File: src/adc_port_pkg.sv
package adc_port_pkg;
    localparam int DATA_W          = 10;
    localparam int CHAN_W          = 3;
    localparam int NUM_CHAN        = 8;
    localparam int FIRST_CHAN_LSB  = 0;
    localparam int SECOND_CHAN_LSB = 3;
    localparam int DUAL_SAMPLE_POS = 6;
    localparam int HALF_SCALE_POS  = 7;
    localparam int POWER_DOWN_POS  = 8;
    localparam int FLAG_MODE_POS   = 9;
    localparam logic [9:0] CTRL_RESET = 10'h000;
    localparam logic [9:0] RESULT_RESET = 10'h000;
    localparam logic [9:0] HALF_SCALE_CODE = 10'h000;
    localparam int CLK_PERIOD_NS   = 100;
    localparam int ACQ_CYCLES      = 4;
    localparam int SETTLE_CYCLES   = 2;
    localparam int BIT_CYCLES      = 1;
endpackage
File: src/adc_parallel_host_port.sv
`timescale 1ns/1ns
`default_nettype none
module adc_parallel_host_port
    import adc_port_pkg::*;
#(
    parameter int DW = DATA_W
) (
    input  wire logic                 ref_clk,
    input  wire logic                 sys_rst,
    input  wire logic                 chip_sel_n,
    input  wire logic                 write_n,
    input  wire logic                 read_n,
    input  wire logic [adc_port_pkg::DATA_W-1:0] host_data_bus_in,
    output logic [adc_port_pkg::DATA_W-1:0] host_data_bus_out,
    output logic                      host_data_bus_oe,
    input  wire logic [adc_port_pkg::NUM_CHAN*adc_port_pkg::DATA_W-1:0]
                                      analog_codes,
    input  wire logic                 comparator_in,
    output logic [adc_port_pkg::CHAN_W-1:0] channel_sel,
    output logic                      sample_hold,
    output logic                      power_down,
    output logic                      busy_int_n
);
    import adc_port_pkg::*;

    typedef enum logic [2:0] {IDLE, ACQ, SETTLE, CONV, DONE} conv_state_e;

    // Three-stage synchronisers for the strobe inputs, two stages for the data bus
    logic [2:0] cs_s_q, wr_s_q, rd_s_q;
    logic [DW-1:0] db_s1_q, db_s2_q;
    logic cs_n, wr_n, rd_n, wr_n_prev_q, rd_n_prev_q;
    logic cs_n_prev_q;

    always_ff @(posedge ref_clk or posedge sys_rst) begin
        if (sys_rst) begin
            cs_s_q <= 3'h7;
            wr_s_q <= 3'h7;
            rd_s_q <= 3'h7;
            db_s1_q <= '0;
            db_s2_q <= '0;
        end else begin
            cs_s_q <= {cs_s_q[1:0], chip_sel_n};
            wr_s_q <= {wr_s_q[1:0], write_n};
            rd_s_q <= {rd_s_q[1:0], read_n};
            db_s1_q <= host_data_bus_in;
            db_s2_q <= db_s1_q;
        end
    end

    // Filtered levels: change counts once stages two and three agree
    always_ff @(posedge ref_clk or posedge sys_rst) begin
        if (sys_rst) begin
            cs_n_prev_q <= 1'b1;
            wr_n_prev_q <= 1'b1;
            rd_n_prev_q <= 1'b1;
        end else begin
            cs_n_prev_q <= cs_n;
            wr_n_prev_q <= wr_n;
            rd_n_prev_q <= rd_n;
        end
    end

    assign cs_n = (cs_s_q[1] == cs_s_q[2]) ? cs_s_q[2] : cs_n_prev_q;
    assign wr_n = (wr_s_q[1] == wr_s_q[2]) ? wr_s_q[2] : wr_n_prev_q;
    assign rd_n = (rd_s_q[1] == rd_s_q[2]) ? rd_s_q[2] : rd_n_prev_q;

    logic selected;
    logic wr_rise, wr_fall, rd_fall;
    assign selected = !cs_n;
    assign wr_rise = selected && wr_n && !wr_n_prev_q;
    assign wr_fall = selected && !wr_n && wr_n_prev_q;
    assign rd_fall = selected && !rd_n && rd_n_prev_q;

    // Data held in the synchroniser one stage shorter than the strobe
    logic [DW-1:0] wr_data_q;
    always_ff @(posedge ref_clk or posedge sys_rst) begin
        if (sys_rst)
            wr_data_q <= '0;
        else if (!wr_n)
            wr_data_q <= db_s2_q;
    end

    // Control register, write only
    logic [DW-1:0] ctrl_q;
    always_ff @(posedge ref_clk or posedge sys_rst) begin
        if (sys_rst)
            ctrl_q <= CTRL_RESET;
        else if (wr_rise)
            ctrl_q <= wr_data_q;
    end

    logic dual_sel, flag_mode;
    assign dual_sel = ctrl_q[DUAL_SAMPLE_POS];
    assign flag_mode = ctrl_q[FLAG_MODE_POS];

    // Conversion sequencer
    conv_state_e state_q;
    logic [3:0] cnt_q;
    logic [3:0] bit_q;
    logic second_q;
    logic [DW-1:0] approximation_register;
    logic [DW-1:0] held_code_q;
    logic conv_end;
    logic [DW-1:0] trial;

    assign trial = approximation_register | (DW'(1) << bit_q);
    assign conv_end = (state_q == CONV) && (bit_q == 4'h0)
                      && (cnt_q == 4'h0);

    always_ff @(posedge ref_clk or posedge sys_rst) begin
        if (sys_rst) begin
            state_q <= IDLE;
            cnt_q <= 4'h0;
            bit_q <= 4'h0;
            second_q <= 1'b0;
        end else if (wr_rise) begin
            state_q <= ACQ;
            cnt_q <= 4'(ACQ_CYCLES - 1);
            second_q <= 1'b0;
        end else begin
            case (state_q)
                IDLE: begin
                end
                ACQ: begin
                    if (cnt_q == 4'h0) begin
                        state_q <= SETTLE;
                        cnt_q <= 4'(SETTLE_CYCLES - 1);
                    end else
                        cnt_q <= cnt_q - 4'h1;
                end
                SETTLE: begin
                    if (cnt_q == 4'h0) begin
                        state_q <= CONV;
                        bit_q <= 4'(DW - 1);
                        cnt_q <= 4'(BIT_CYCLES - 1);
                    end else
                        cnt_q <= cnt_q - 4'h1;
                end
                CONV: begin
                    if (cnt_q != 4'h0)
                        cnt_q <= cnt_q - 4'h1;
                    else if (bit_q != 4'h0) begin
                        bit_q <= bit_q - 4'h1;
                        cnt_q <= 4'(BIT_CYCLES - 1);
                    end else if (dual_sel && !second_q) begin
                        second_q <= 1'b1;
                        state_q <= SETTLE;
                        cnt_q <= 4'(SETTLE_CYCLES - 1);
                    end else
                        state_q <= DONE;
                end
                DONE: state_q <= IDLE;
                default: state_q <= IDLE;
            endcase
        end
    end

    // Successive approximation against the held code or comparator
    logic [DW-1:0] held_second_q;
    always_ff @(posedge ref_clk or posedge sys_rst) begin
        if (sys_rst) begin
            approximation_register <= '0;
            held_code_q <= '0;
            held_second_q <= '0;
        end else if (state_q == ACQ && cnt_q == 4'h0) begin
            held_code_q <= ctrl_q[HALF_SCALE_POS] ? HALF_SCALE_CODE :
                analog_codes[ctrl_q[FIRST_CHAN_LSB +: CHAN_W]*DW +: DW];
            held_second_q <= ctrl_q[HALF_SCALE_POS] ? HALF_SCALE_CODE :
                analog_codes[ctrl_q[SECOND_CHAN_LSB +: CHAN_W]*DW +: DW];
            approximation_register <= '0;
        end else if (state_q == SETTLE)
            approximation_register <= '0;
        else if (state_q == CONV && cnt_q == 4'h0) begin
            if ((second_q ? held_second_q : held_code_q) >= trial
                || comparator_in)
                approximation_register <= trial;
        end
    end

    // Result registers
    logic [DW-1:0] first_result_reg, second_result_reg;
    logic [DW-1:0] final_code;
    assign final_code = ((second_q ? held_second_q : held_code_q) >= trial
                         || comparator_in) ? trial : approximation_register;
    always_ff @(posedge ref_clk or posedge sys_rst) begin
        if (sys_rst) begin
            first_result_reg <= RESULT_RESET;
            second_result_reg <= RESULT_RESET;
        end else if (conv_end) begin
            if (second_q)
                second_result_reg <= final_code;
            else
                first_result_reg <= final_code;
        end
    end

    // Read toggles between the two result registers in dual mode
    logic rd_sel_q;
    always_ff @(posedge ref_clk or posedge sys_rst) begin
        if (sys_rst)
            rd_sel_q <= 1'b0;
        else if (wr_rise)
            rd_sel_q <= 1'b0;
        else if (!cs_n_prev_q && rd_n && !rd_n_prev_q && dual_sel)
            rd_sel_q <= !rd_sel_q;
    end

    // Data bus drive
    always_ff @(posedge ref_clk or posedge sys_rst) begin
        if (sys_rst) begin
            host_data_bus_out <= '0;
            host_data_bus_oe <= 1'b0;
        end else begin
            host_data_bus_oe <= selected && !rd_n;
            host_data_bus_out <= rd_sel_q ? second_result_reg
                                          : first_result_reg;
        end
    end

    // Status flag
    logic busy_q, int_q;
    always_ff @(posedge ref_clk or posedge sys_rst) begin
        if (sys_rst)
            busy_q <= 1'b0;
        else if (wr_rise)
            busy_q <= 1'b1;
        else if (state_q == DONE)
            busy_q <= 1'b0;
    end

    always_ff @(posedge ref_clk or posedge sys_rst) begin
        if (sys_rst)
            int_q <= 1'b0;
        else if (state_q == DONE)
            int_q <= 1'b1;
        else if (wr_fall || rd_fall)
            int_q <= 1'b0;
    end

    always_ff @(posedge ref_clk or posedge sys_rst) begin
        if (sys_rst) begin
            busy_int_n <= 1'b1;
            channel_sel <= '0;
            sample_hold <= 1'b0;
            power_down <= 1'b0;
        end else begin
            busy_int_n <= flag_mode ? !int_q : !busy_q;
            channel_sel <= second_q ? ctrl_q[SECOND_CHAN_LSB +: CHAN_W]
                                    : ctrl_q[FIRST_CHAN_LSB +: CHAN_W];
            sample_hold <= (state_q == SETTLE) || (state_q == CONV);
            power_down <= ctrl_q[POWER_DOWN_POS];
        end
    end
endmodule
`default_nettype wire

File: config.mk
export PLATFORM = sky130hd
export DESIGN_NAME = adc_parallel_host_port
export DESIGN_NICKNAME = d
export VERILOG_FILES = /design/src/adc_port_pkg.sv /design/src/adc_parallel_host_port.sv
export SDC_FILE = /design/constraint.sdc
export NUM_CORES = 1
export LEC_CHECK = 0
export CAP_MARGIN = 20
export CORE_ASPECT_RATIO = 1.25
export CORE_MARGIN = 4
export CORE_UTILIZATION = 45
export CTS_CLUSTER_SIZE = 25
export DETAILED_ROUTE_END_ITERATION = 16
export DONT_BUFFER_PORTS = 1
export GPL_TIMING_DRIVEN = 0
export PLACE_DENSITY = 0.72
export SYNTH_ARGS = -nofsm -noshare
export SYNTH_HDL_FRONTEND = slang
export SYNTH_SLANG_ARGS = --single-unit
File: constraint.sdc
create_clock -name ref_clk -period 4.17 [get_ports ref_clk]
set_input_delay 0.417 -clock ref_clk [delete_from_list [all_inputs] [get_ports ref_clk]]
set_output_delay 0.417 -clock ref_clk [all_outputs]
set_load 0.05 [all_outputs]
== Word level (Yosys, flattened, before mapping) ==
Cells that the tools add are included.

* Bits in registers: 134
* Input bits: 96

* $add $sub $neg: 2
* $mul: 2
* Magnitude comparators: 1
* Eq/ne operators: 18
* Shift-type cells: 3
* Multiplexer cells: 42
* Bitwise gates (word level): 3
* Reduce and logical (&&, ||, !) cells: 46

{| class="wikitable"
|+ Operator list
! cell !! count
|-
| indexed part select 80 x 8 -> 10 bit || 2
|-
| two-way mux 10 bit || 8
|-
| two-way mux 4 bit || 9
|-
| two-way mux 3 bit || 7
|-
| two-way mux 1 bit || 15
|-
| logical AND 1 bit || 14
|-
| multiplier 3 x 3 -> 6 bit (second input constant) || 2
|-
| != test 2 bit (second input constant) || 6
|-
| != test 3 bit (second input constant) || 4
|-
| case mux 3 bit (4 select lines) || 1
|-
| case mux 4 bit (3 select lines) || 1
|-
| nonzero test 2 bit || 6
|-
| nonzero test 4 bit || 3
|-
| greater-or-equal comparator 10 bit || 1
|-
| zero test 1 bit || 10
|-
| OR 10 bit || 1
|-
| AND reduction 5 bit || 2
|-
| << shifter 1 x 4 -> 10 bit (first input constant) || 1
|-
| zero test 4 bit || 2
|-
| case mux 4 bit (2 select lines) || 1
|-
| subtractor 4 x 1 -> 4 bit (second input constant) || 2
|-
| == test 3 x 2 -> 1 bit (second input constant) || 2
|-
| AND reduction 2 bit || 3
|-
| != test 5 bit (second input constant) || 1
|-
| other kinds (8) || 13
|}

== Longest topological paths before layout ==
Gate-level depths: netlist of run 1.

* Depth after elaboration: 8
* Gate-level depth with buffers: 12
* Depth with buffers taken out: 10

== Worst setup path after synthesis of run 1 ==
OpenSTA, ideal clock, no wires.

* Path type: reg2reg
* Start point: reg second_q
* End point: reg first_result_reg[1]
* Arrival: 2.763 ns
* Path slack: 1.270 ns
* Stages on the path, launching flop included: 11
* Period minus slack after synthesis: 2.900 ns
* Cells stage by stage: dfrtp_1 -> clkbuf_1 -> buf_1 -> mux2_2 -> ha_1 -> and4_1 -> nand2_1 -> a21oi_1 -> a211oi_2 -> clkbuf_1 -> o21ai_0

* Cells in the longest elaborated chain, start to end: 4

{| class="wikitable"
|+ RTL lines
! what !! RTL line !! text
|-
| start, declared || adc_parallel_host_port.sv:100 || <nowiki>logic second_q;</nowiki>
|-
| start signal, assigned || adc_parallel_host_port.sv:115 || <nowiki>second_q <= 1'b0;</nowiki>
|-
| start signal, assigned || adc_parallel_host_port.sv:119 || <nowiki>second_q <= 1'b0;</nowiki>
|-
| start signal, assigned || adc_parallel_host_port.sv:146 || <nowiki>second_q <= 1'b1;</nowiki>
|-
| two-way mux 10 bit || adc_parallel_host_port.sv:183 || <nowiki>assign final_code = ((second_q ? held_second_q : held_code_q) >= trial</nowiki>
|-
| greater-or-equal comparator 10 bit || adc_parallel_host_port.sv:183 ||
|-
| logical OR 1 bit || adc_parallel_host_port.sv:184 || <nowiki>|| comparator_in) ? trial : approximation_register;</nowiki>
|-
| two-way mux 10 bit || n/a ||
|-
| end signal, assigned || adc_parallel_host_port.sv:193 || <nowiki>first_result_reg <= final_code;</nowiki>
|-
| end, declared || adc_parallel_host_port.sv:181 || <nowiki>logic [DW-1:0] first_result_reg, second_result_reg;</nowiki>
|}

Parallel ways exist; a longest one is shown, timed or not.
A chain may end at the register's enable or synchronous reset.

== Worst setup path after layout of run 1 ==
* Start point: reg second_q
* End point: reg first_result_reg[3]

The elaborated chain is that of the path after synthesis.

==> impl_metrics.py, run 1 <==
metrics = {
    "grt": {
        "grt_max_degree": 104,
        "grt_usage": 0.186,
        "grt_pass1_wl_um": 23400,
        "grt_pass1_vias": 4591,
        "antenna_found_initial": 0,
        "grt_remaining_overflow": 0,
    },
    "critical_path": {
        "rr_startpoint": "second_q",
        "path_max_fanout": 10,
        "startpoint": "second_q",
        "r2r_slack_ps": 520,
        "start_kind": "register",
        "r2r-end": "first_result_reg[3]",
        "required_ps": 4450,
        "worstRegToRegCells": 10,
        "crit_end": "first_result_reg[3]",
        "crit_arrival_ps": 3930,
        "crit_type": "reg2reg",
        "endpoint_kind": "register",
    },
    "cells_and_area": {
        "fillers": 1188,
        "drive_above_1_share": 0.271,
        "ff_latch_area_um2": 3370,
        "multi_input_area_um2": 2930,
        "areaGrowthSynthToFinish_pct": 14.2,
        "n_antenna_cell": 0,
        "nets": 630,
    },
    "sta": {
        "hold_viol": 0,
        "slew_violations": 0,
        "setup_tns_ps": 0,
        "rsz0062_at_grt": "false",
        "clock-skew-final_ps": 8.27,
        "finalCritPeriodShare": 0.876,
        "worstMarginPinSlew_ps": 830,
        "maxSlewHeadroom": 0.447,
        "max_freq_ghz": 0.274,
        "setup_viol": 0,
        "whs_ps": 23.2,
        "fin_crit_ps": 3650,
    },
    "pwr": {
        "p_leak_nw": 3.04,
        "p_per_area_nw_per_um2": 727,
        "total_power_mw": 5.34,
        "vdd_drop_max_mv": 0.410,
    },
    "floorplanning": {
        "start_util": 0.462,
        "io_pins": 113,
        "dieArea_um2": 16300,
        "fp.dieW_um": 115,
        "core_um2": 13900,
        "fp.dieH_um": 142,
        "num_rows": 48,
    },
    "routing": {
        "ant_nets": 0,
        "post_drt_via_cell_ratio": 5.95,
        "drtIter0Drc": 322,
        "routedWlPerCell_um": 20.0,
        "routed_wl_um": 14100,
        "drcViolationCount": 0,
        "firstDrtPassIters": 4,
        "vias": 4209,
    },
    "synthesis": {
        "synth_seq_area_share": 0.524,
        "ys_warn_count": 0,
        "synth-seq-cells": 134,
        "avgSynthCellArea_um2": 13.0,
        "synth_cell_types": 45,
        "syn_inst": 495,
        "syn-num-nets": 606,
        "synth_area_um2": 6430,
    },
    "cts": {
        "ctsHoldBuffers": 4,
        "cts_tree": "yes",
        "cts_setup_buffers": 0,
        "clk_pin_slew_ps": 60,
        "cts_root_buf": "clkbuf_16",
        "cts.sinks": 134,
        "cts_max_level": 4,
        "cts_repair_resize_count": 0,
        "worst_skew_pair.late_latency_ps": 420,
        "cts_buffers": 17,
        "cts_max_path_buffers": 2,
    },
    "status": {
        "outcome": "finished clean",
    },
    "placed_design": {
        "io_buffers": 0,
        "dp_hpwl_um": 10100,
        "gpl.final_weighted_congestion": 0.839,
    },
    "run": {
        "drv_cap": 0,
    },
    "hold_path": {
        "hp-class": "in2reg",
    },
}
[report_power, final]
part	leakage [nW]	internal [mW]	total, mW	switching (mW)
registers	1.61	1.63	2.08	0.452
clock network	0.299	0.971	1.56	0.588
logic	1.13	0.793	1.71	0.913
[critical path, stage by stage, from the launching register on]
cell and delay [ps]:
dfrtp_1 320, clkbuf_1 410, buf_1 520, mux2_2 420
ha_1 310, and4_1 210, nand2_1 70, a21oi_1 40
a211oi_2 580, clkbuf_1 460, o21ai_0 180
[per-layer routing]
layer,vias to the layer above,global-route usage,wire length (um)
li1,1890,-,-
met1,2145,0.234,5660
met2,146,0.304,7360
met3,28,0.0546,859
met4,0,0.0686,268
met5,-,0,0
[cell usage after synthesis (all sizes together)]
cell	n	area (um2)
a211o	2	17.5
a211oi	2	20.0
a21o	2	15.0
a21oi	25	125
a22oi	1	7.51
a311oi	1	8.76
a31oi	1	6.26
and4	1	8.76
buf	12	55.1
clkbuf	17	63.8
dfrtp	121	3030
dfstp	13	342
ha	15	188
inv	5	18.8
maj3	3	30.0
mux2	42	473
mux2i	30	300
mux4	40	901
nand2	50	190
nand2b	4	25.0
nand3	7	35.0
nand3b	2	15.0
nand4	1	6.26
nand4b	1	8.76
nor2	22	82.6
nor2b	3	18.8
nor3	7	40.0
nor3b	2	20.0
nor4	2	12.5
o21a	1	7.51
o21ai	37	189
o21bai	1	7.51
o31ai	14	105
or2	1	6.26
or3	3	18.8
or3b	2	17.5
or4	2	18.8
[worst min-delay path by stage]
| stage | from | endpoint | slack (ps) | cells after the start |
|---|---|---|---|---|
| floorplan | db_s1_q[0] | db_s2_q[0] | 330 | 0 |
| global placement | db_s1_q[4] | db_s2_q[4] | 330 | 0 |
| detailed placement | sys_rst | db_s1_q[6] | 270 | 1 |
| CTS | host_data_bus_in[6] | db_s1_q[6] | 7 | 0 |
| global route | host_data_bus_in[0] | db_s1_q[0] | 0.4 | 0 |
| finish | host_data_bus_in[1] | db_s1_q[1] | 20 | 0 |
[stage by stage]
stage	worst slack, ps	utilization	instances	cell area [um2]
6_report	518	0.527	707	7350
5_1_grt	295	0.527	707	7350
3_3_place_gp	-987	0.477	670	6650
3_5_place_dp	567	0.480	671	6680
4_1_cts	560	0.527	707	7350
2_1_floorplan	192	-	495	6430
[layout by cell type, fill, tap and decap left out, types with 13 or more instances in the layout]
cell and count:
dfrtp_1 121, ha_1 15, clkbuf_1 17, nor2_1 22
clkbuf_16 17, mux2_2 42, a21oi_1 25, nand2_1 49
mux4_2 40, mux2i_1 30, o21ai_0 35, dfstp_2 13
o31ai_1 14
[area by class of cell]
class | count | area share
plain buffers | 29 | 0.0162
repair buffers | 5 | 0.00920
flip-flops and latches | 134 | 0.459
inverters | 5 | 0.00324
multi-input cells | 327 | 0.398
well taps | 175 | 0.0298
clock inverters | 14 | 0.0250
clock buffers | 18 | 0.0598
[cell families (layout without fill, tap and decap cells)]
group	after synthesis	count (layout)	share of synthesized area
mux	112	112	0.260
flops	134	134	0.524
buf+inv	34	71	0.0214
simple gates	110	110	0.0815
compound gates	87	87	0.0792
fa+ha+maj	18	18	0.0338
(Power assumes the default switching activity.)
==> inputs of run 2 (changes only) <==
--- a/config.mk
+++ b/config.mk
@@ -13,7 +13,7 @@
 export DETAILED_ROUTE_END_ITERATION = 16
 export DONT_BUFFER_PORTS = 1
 export GPL_TIMING_DRIVEN = 0
-export PLACE_DENSITY = 0.72
+export PLACE_DENSITY = 0.73
 export SYNTH_ARGS = -nofsm -noshare
 export SYNTH_HDL_FRONTEND = slang
 export SYNTH_SLANG_ARGS = --single-unit
==> impl_metrics.py, run 2 (synthesis gave the netlist of run 1 again) <==
metrics = {
    "status": {
        "outcome": "finished clean",
    },
    "cells_and_area": {
        "layout_commonest_cell": "dfrtp_1",
        "most-common-layout-cells": "dfrtp_1 (121), nand2_1 (49), mux2_2 (42)",
        "areaGrowthSynthToFinish_pct": 15.3,
        "stdcell_count": 715,
        "fin_area_um2": 7420,
        "n_antenna_cell": 0,
        "drive_above_1_share": 0.265,
        "nets": 638,
        "fillers": 1172,
    },
    "critical_path": {
        "cpPeakStageDelay_ps": 580,
        "cp.buffers_inverters": 3,
        "required_ps": 4450,
        "slowest_stage": "a211oi_2",
        "crit_type": "reg2reg",
        "startpoint": "second_q",
        "crit_arrival_ps": 3920,
        "cp_top_family": "buffers and inverters",
        "rr_startpoint": "second_q",
        "start_kind": "register",
        "path_max_fanout": 10,
        "endpoint_kind": "register",
        "crit_top_cell": "clkbuf_1",
        "critical_path.cell_chain": "clkbuf_1, buf_1, mux2_2, ha_1, and4_1, nand2_1, a21oi_1, a211oi_2, clkbuf_1, o21ai_0",
    },
    "hold_path": {
        "hp-class": "in2reg",
        "worstHoldStart": "host_data_bus_in[0]",
    },
    "cts": {
        "worst_skew_pair.late_latency_ps": 420,
        "cts.sinks": 134,
        "cts_buffers": 17,
        "cts_max_level": 4,
        "clk_pin_slew_ps": 60,
        "cts_max_path_buffers": 2,
        "cts_root_buf": "clkbuf_16",
        "cts_tree": "yes",
        "cts_repair_resize_count": 0,
    },
    "run": {
        "drv_cap": 0,
    },
    "floorplanning": {
        "io_pins": 113,
        "dieArea_um2": 16300,
        "num_rows": 48,
        "core_um2": 13900,
        "fp.dieW_um": 115,
        "start_util": 0.462,
        "fp.dieH_um": 142,
    },
    "sta": {
        "maxSlewHeadroom": 0.469,
        "slew_violations": 0,
        "finalCritPeriodShare": 0.875,
        "hold_viol": 0,
        "worstMarginPinSlew_ps": 797,
        "rsz0062_at_grt": "false",
        "clock-skew-final_ps": 5.87,
        "max_freq_ghz": 0.274,
        "setup_viol": 0,
        "fin_crit_ps": 3650,
    },
    "placed_design": {
        "gpl.final_weighted_congestion": 0.852,
        "place_inst": 671,
        "io_buffers": 0,
        "placed_area_um2": 6680,
        "dp_hpwl_um": 10200,
    },
    "grt": {
        "grt_remaining_overflow": 0,
        "grt_usage": 0.185,
        "grt_pass1_vias": 4518,
        "antenna_found_initial": 0,
        "grt_max_degree": 107,
        "grt_pass1_wl_um": 23200,
    },
    "routing": {
        "firstDrtPassIters": 5,
        "post_drt_via_cell_ratio": 5.84,
        "routedWlPerCell_um": 19.6,
        "drcViolationCount": 0,
        "ant_nets": 0,
        "drtIter0Drc": 267,
        "routed_wl_um": 14000,
        "vias": 4174,
    },
    "pwr": {
        "p_leak_nw": 3.07,
        "total_power_mw": 5.33,
        "p_per_area_nw_per_um2": 719,
        "vdd_drop_max_mv": 0.425,
    },
}
## run 2: worst paths after layout
check | slack, ps | cells past startpoint | endpoint
setup / recovery | 520 | 10 | first_result_reg[2]
hold / removal | 20 | 0 | db_s1_q[0]
setup reg to reg | 520 | 10 | first_result_reg[2]
hold reg to reg | 350 | 0 | db_s2_q[8]
max in group asynchronous | 2930 | 3 | bit_q[1]
min in group asynchronous | 450 | 2 | db_s1_q[6]
## run 2: timing repair
action | in CTS | in global routing
hold buffers | 4 | 8
buffers inserted | 0 | 0
endpoints found under the hold margin | 18 | 8
## run 2: through the flow
| step | utilization | hold WS, ps | setup TNS, ps | setup slack [ps] |
|---|---|---|---|---|
| final | 0.532 | 20.4 | 0 | 522 |
| after global routing | 0.532 | 0.362 | 0 | 277 |
| after CTS | 0.527 | 1.57 | 0 | 494 |
| after detailed placement | 0.480 | 256 | 0 | 515 |
| after global placement | 0.477 | 333 | -119570 | -995 |
| after floorplan | - | 331 | 0 | 192 |
## run 2: routing by layer
metal / GRT usage / part of all wire / routed length [um]
met2: 0.302 / 0.51 / 7110
met3: 0.0593 / 0.065 / 908
met4: 0.0655 / 0.020 / 281
met1: 0.232 / 0.41 / 5720
met5: 0 / 0 / 0
## run 2: area by class of cell
class / instances / area, um2 / share of cell area
multi-input combinational: 327 / 2930 / 0.394
clock inverter: 13 / 171 / 0.0231
clock buffer: 19 / 443 / 0.0597
sequential: 134 / 3370 / 0.454
inverter: 5 / 23.8 / 0.00320
timing repair buffer: 13 / 148 / 0.0199
buffer: 29 / 119 / 0.0160
tap: 175 / 219 / 0.0295
## run 2: power breakdown
group | leakage [nW] | internal [mW] | switching, mW
Combinational | 1.17 | 0.799 | 0.906
Sequential | 1.61 | 1.63 | 0.453
Clock | 0.295 | 0.964 | 0.583
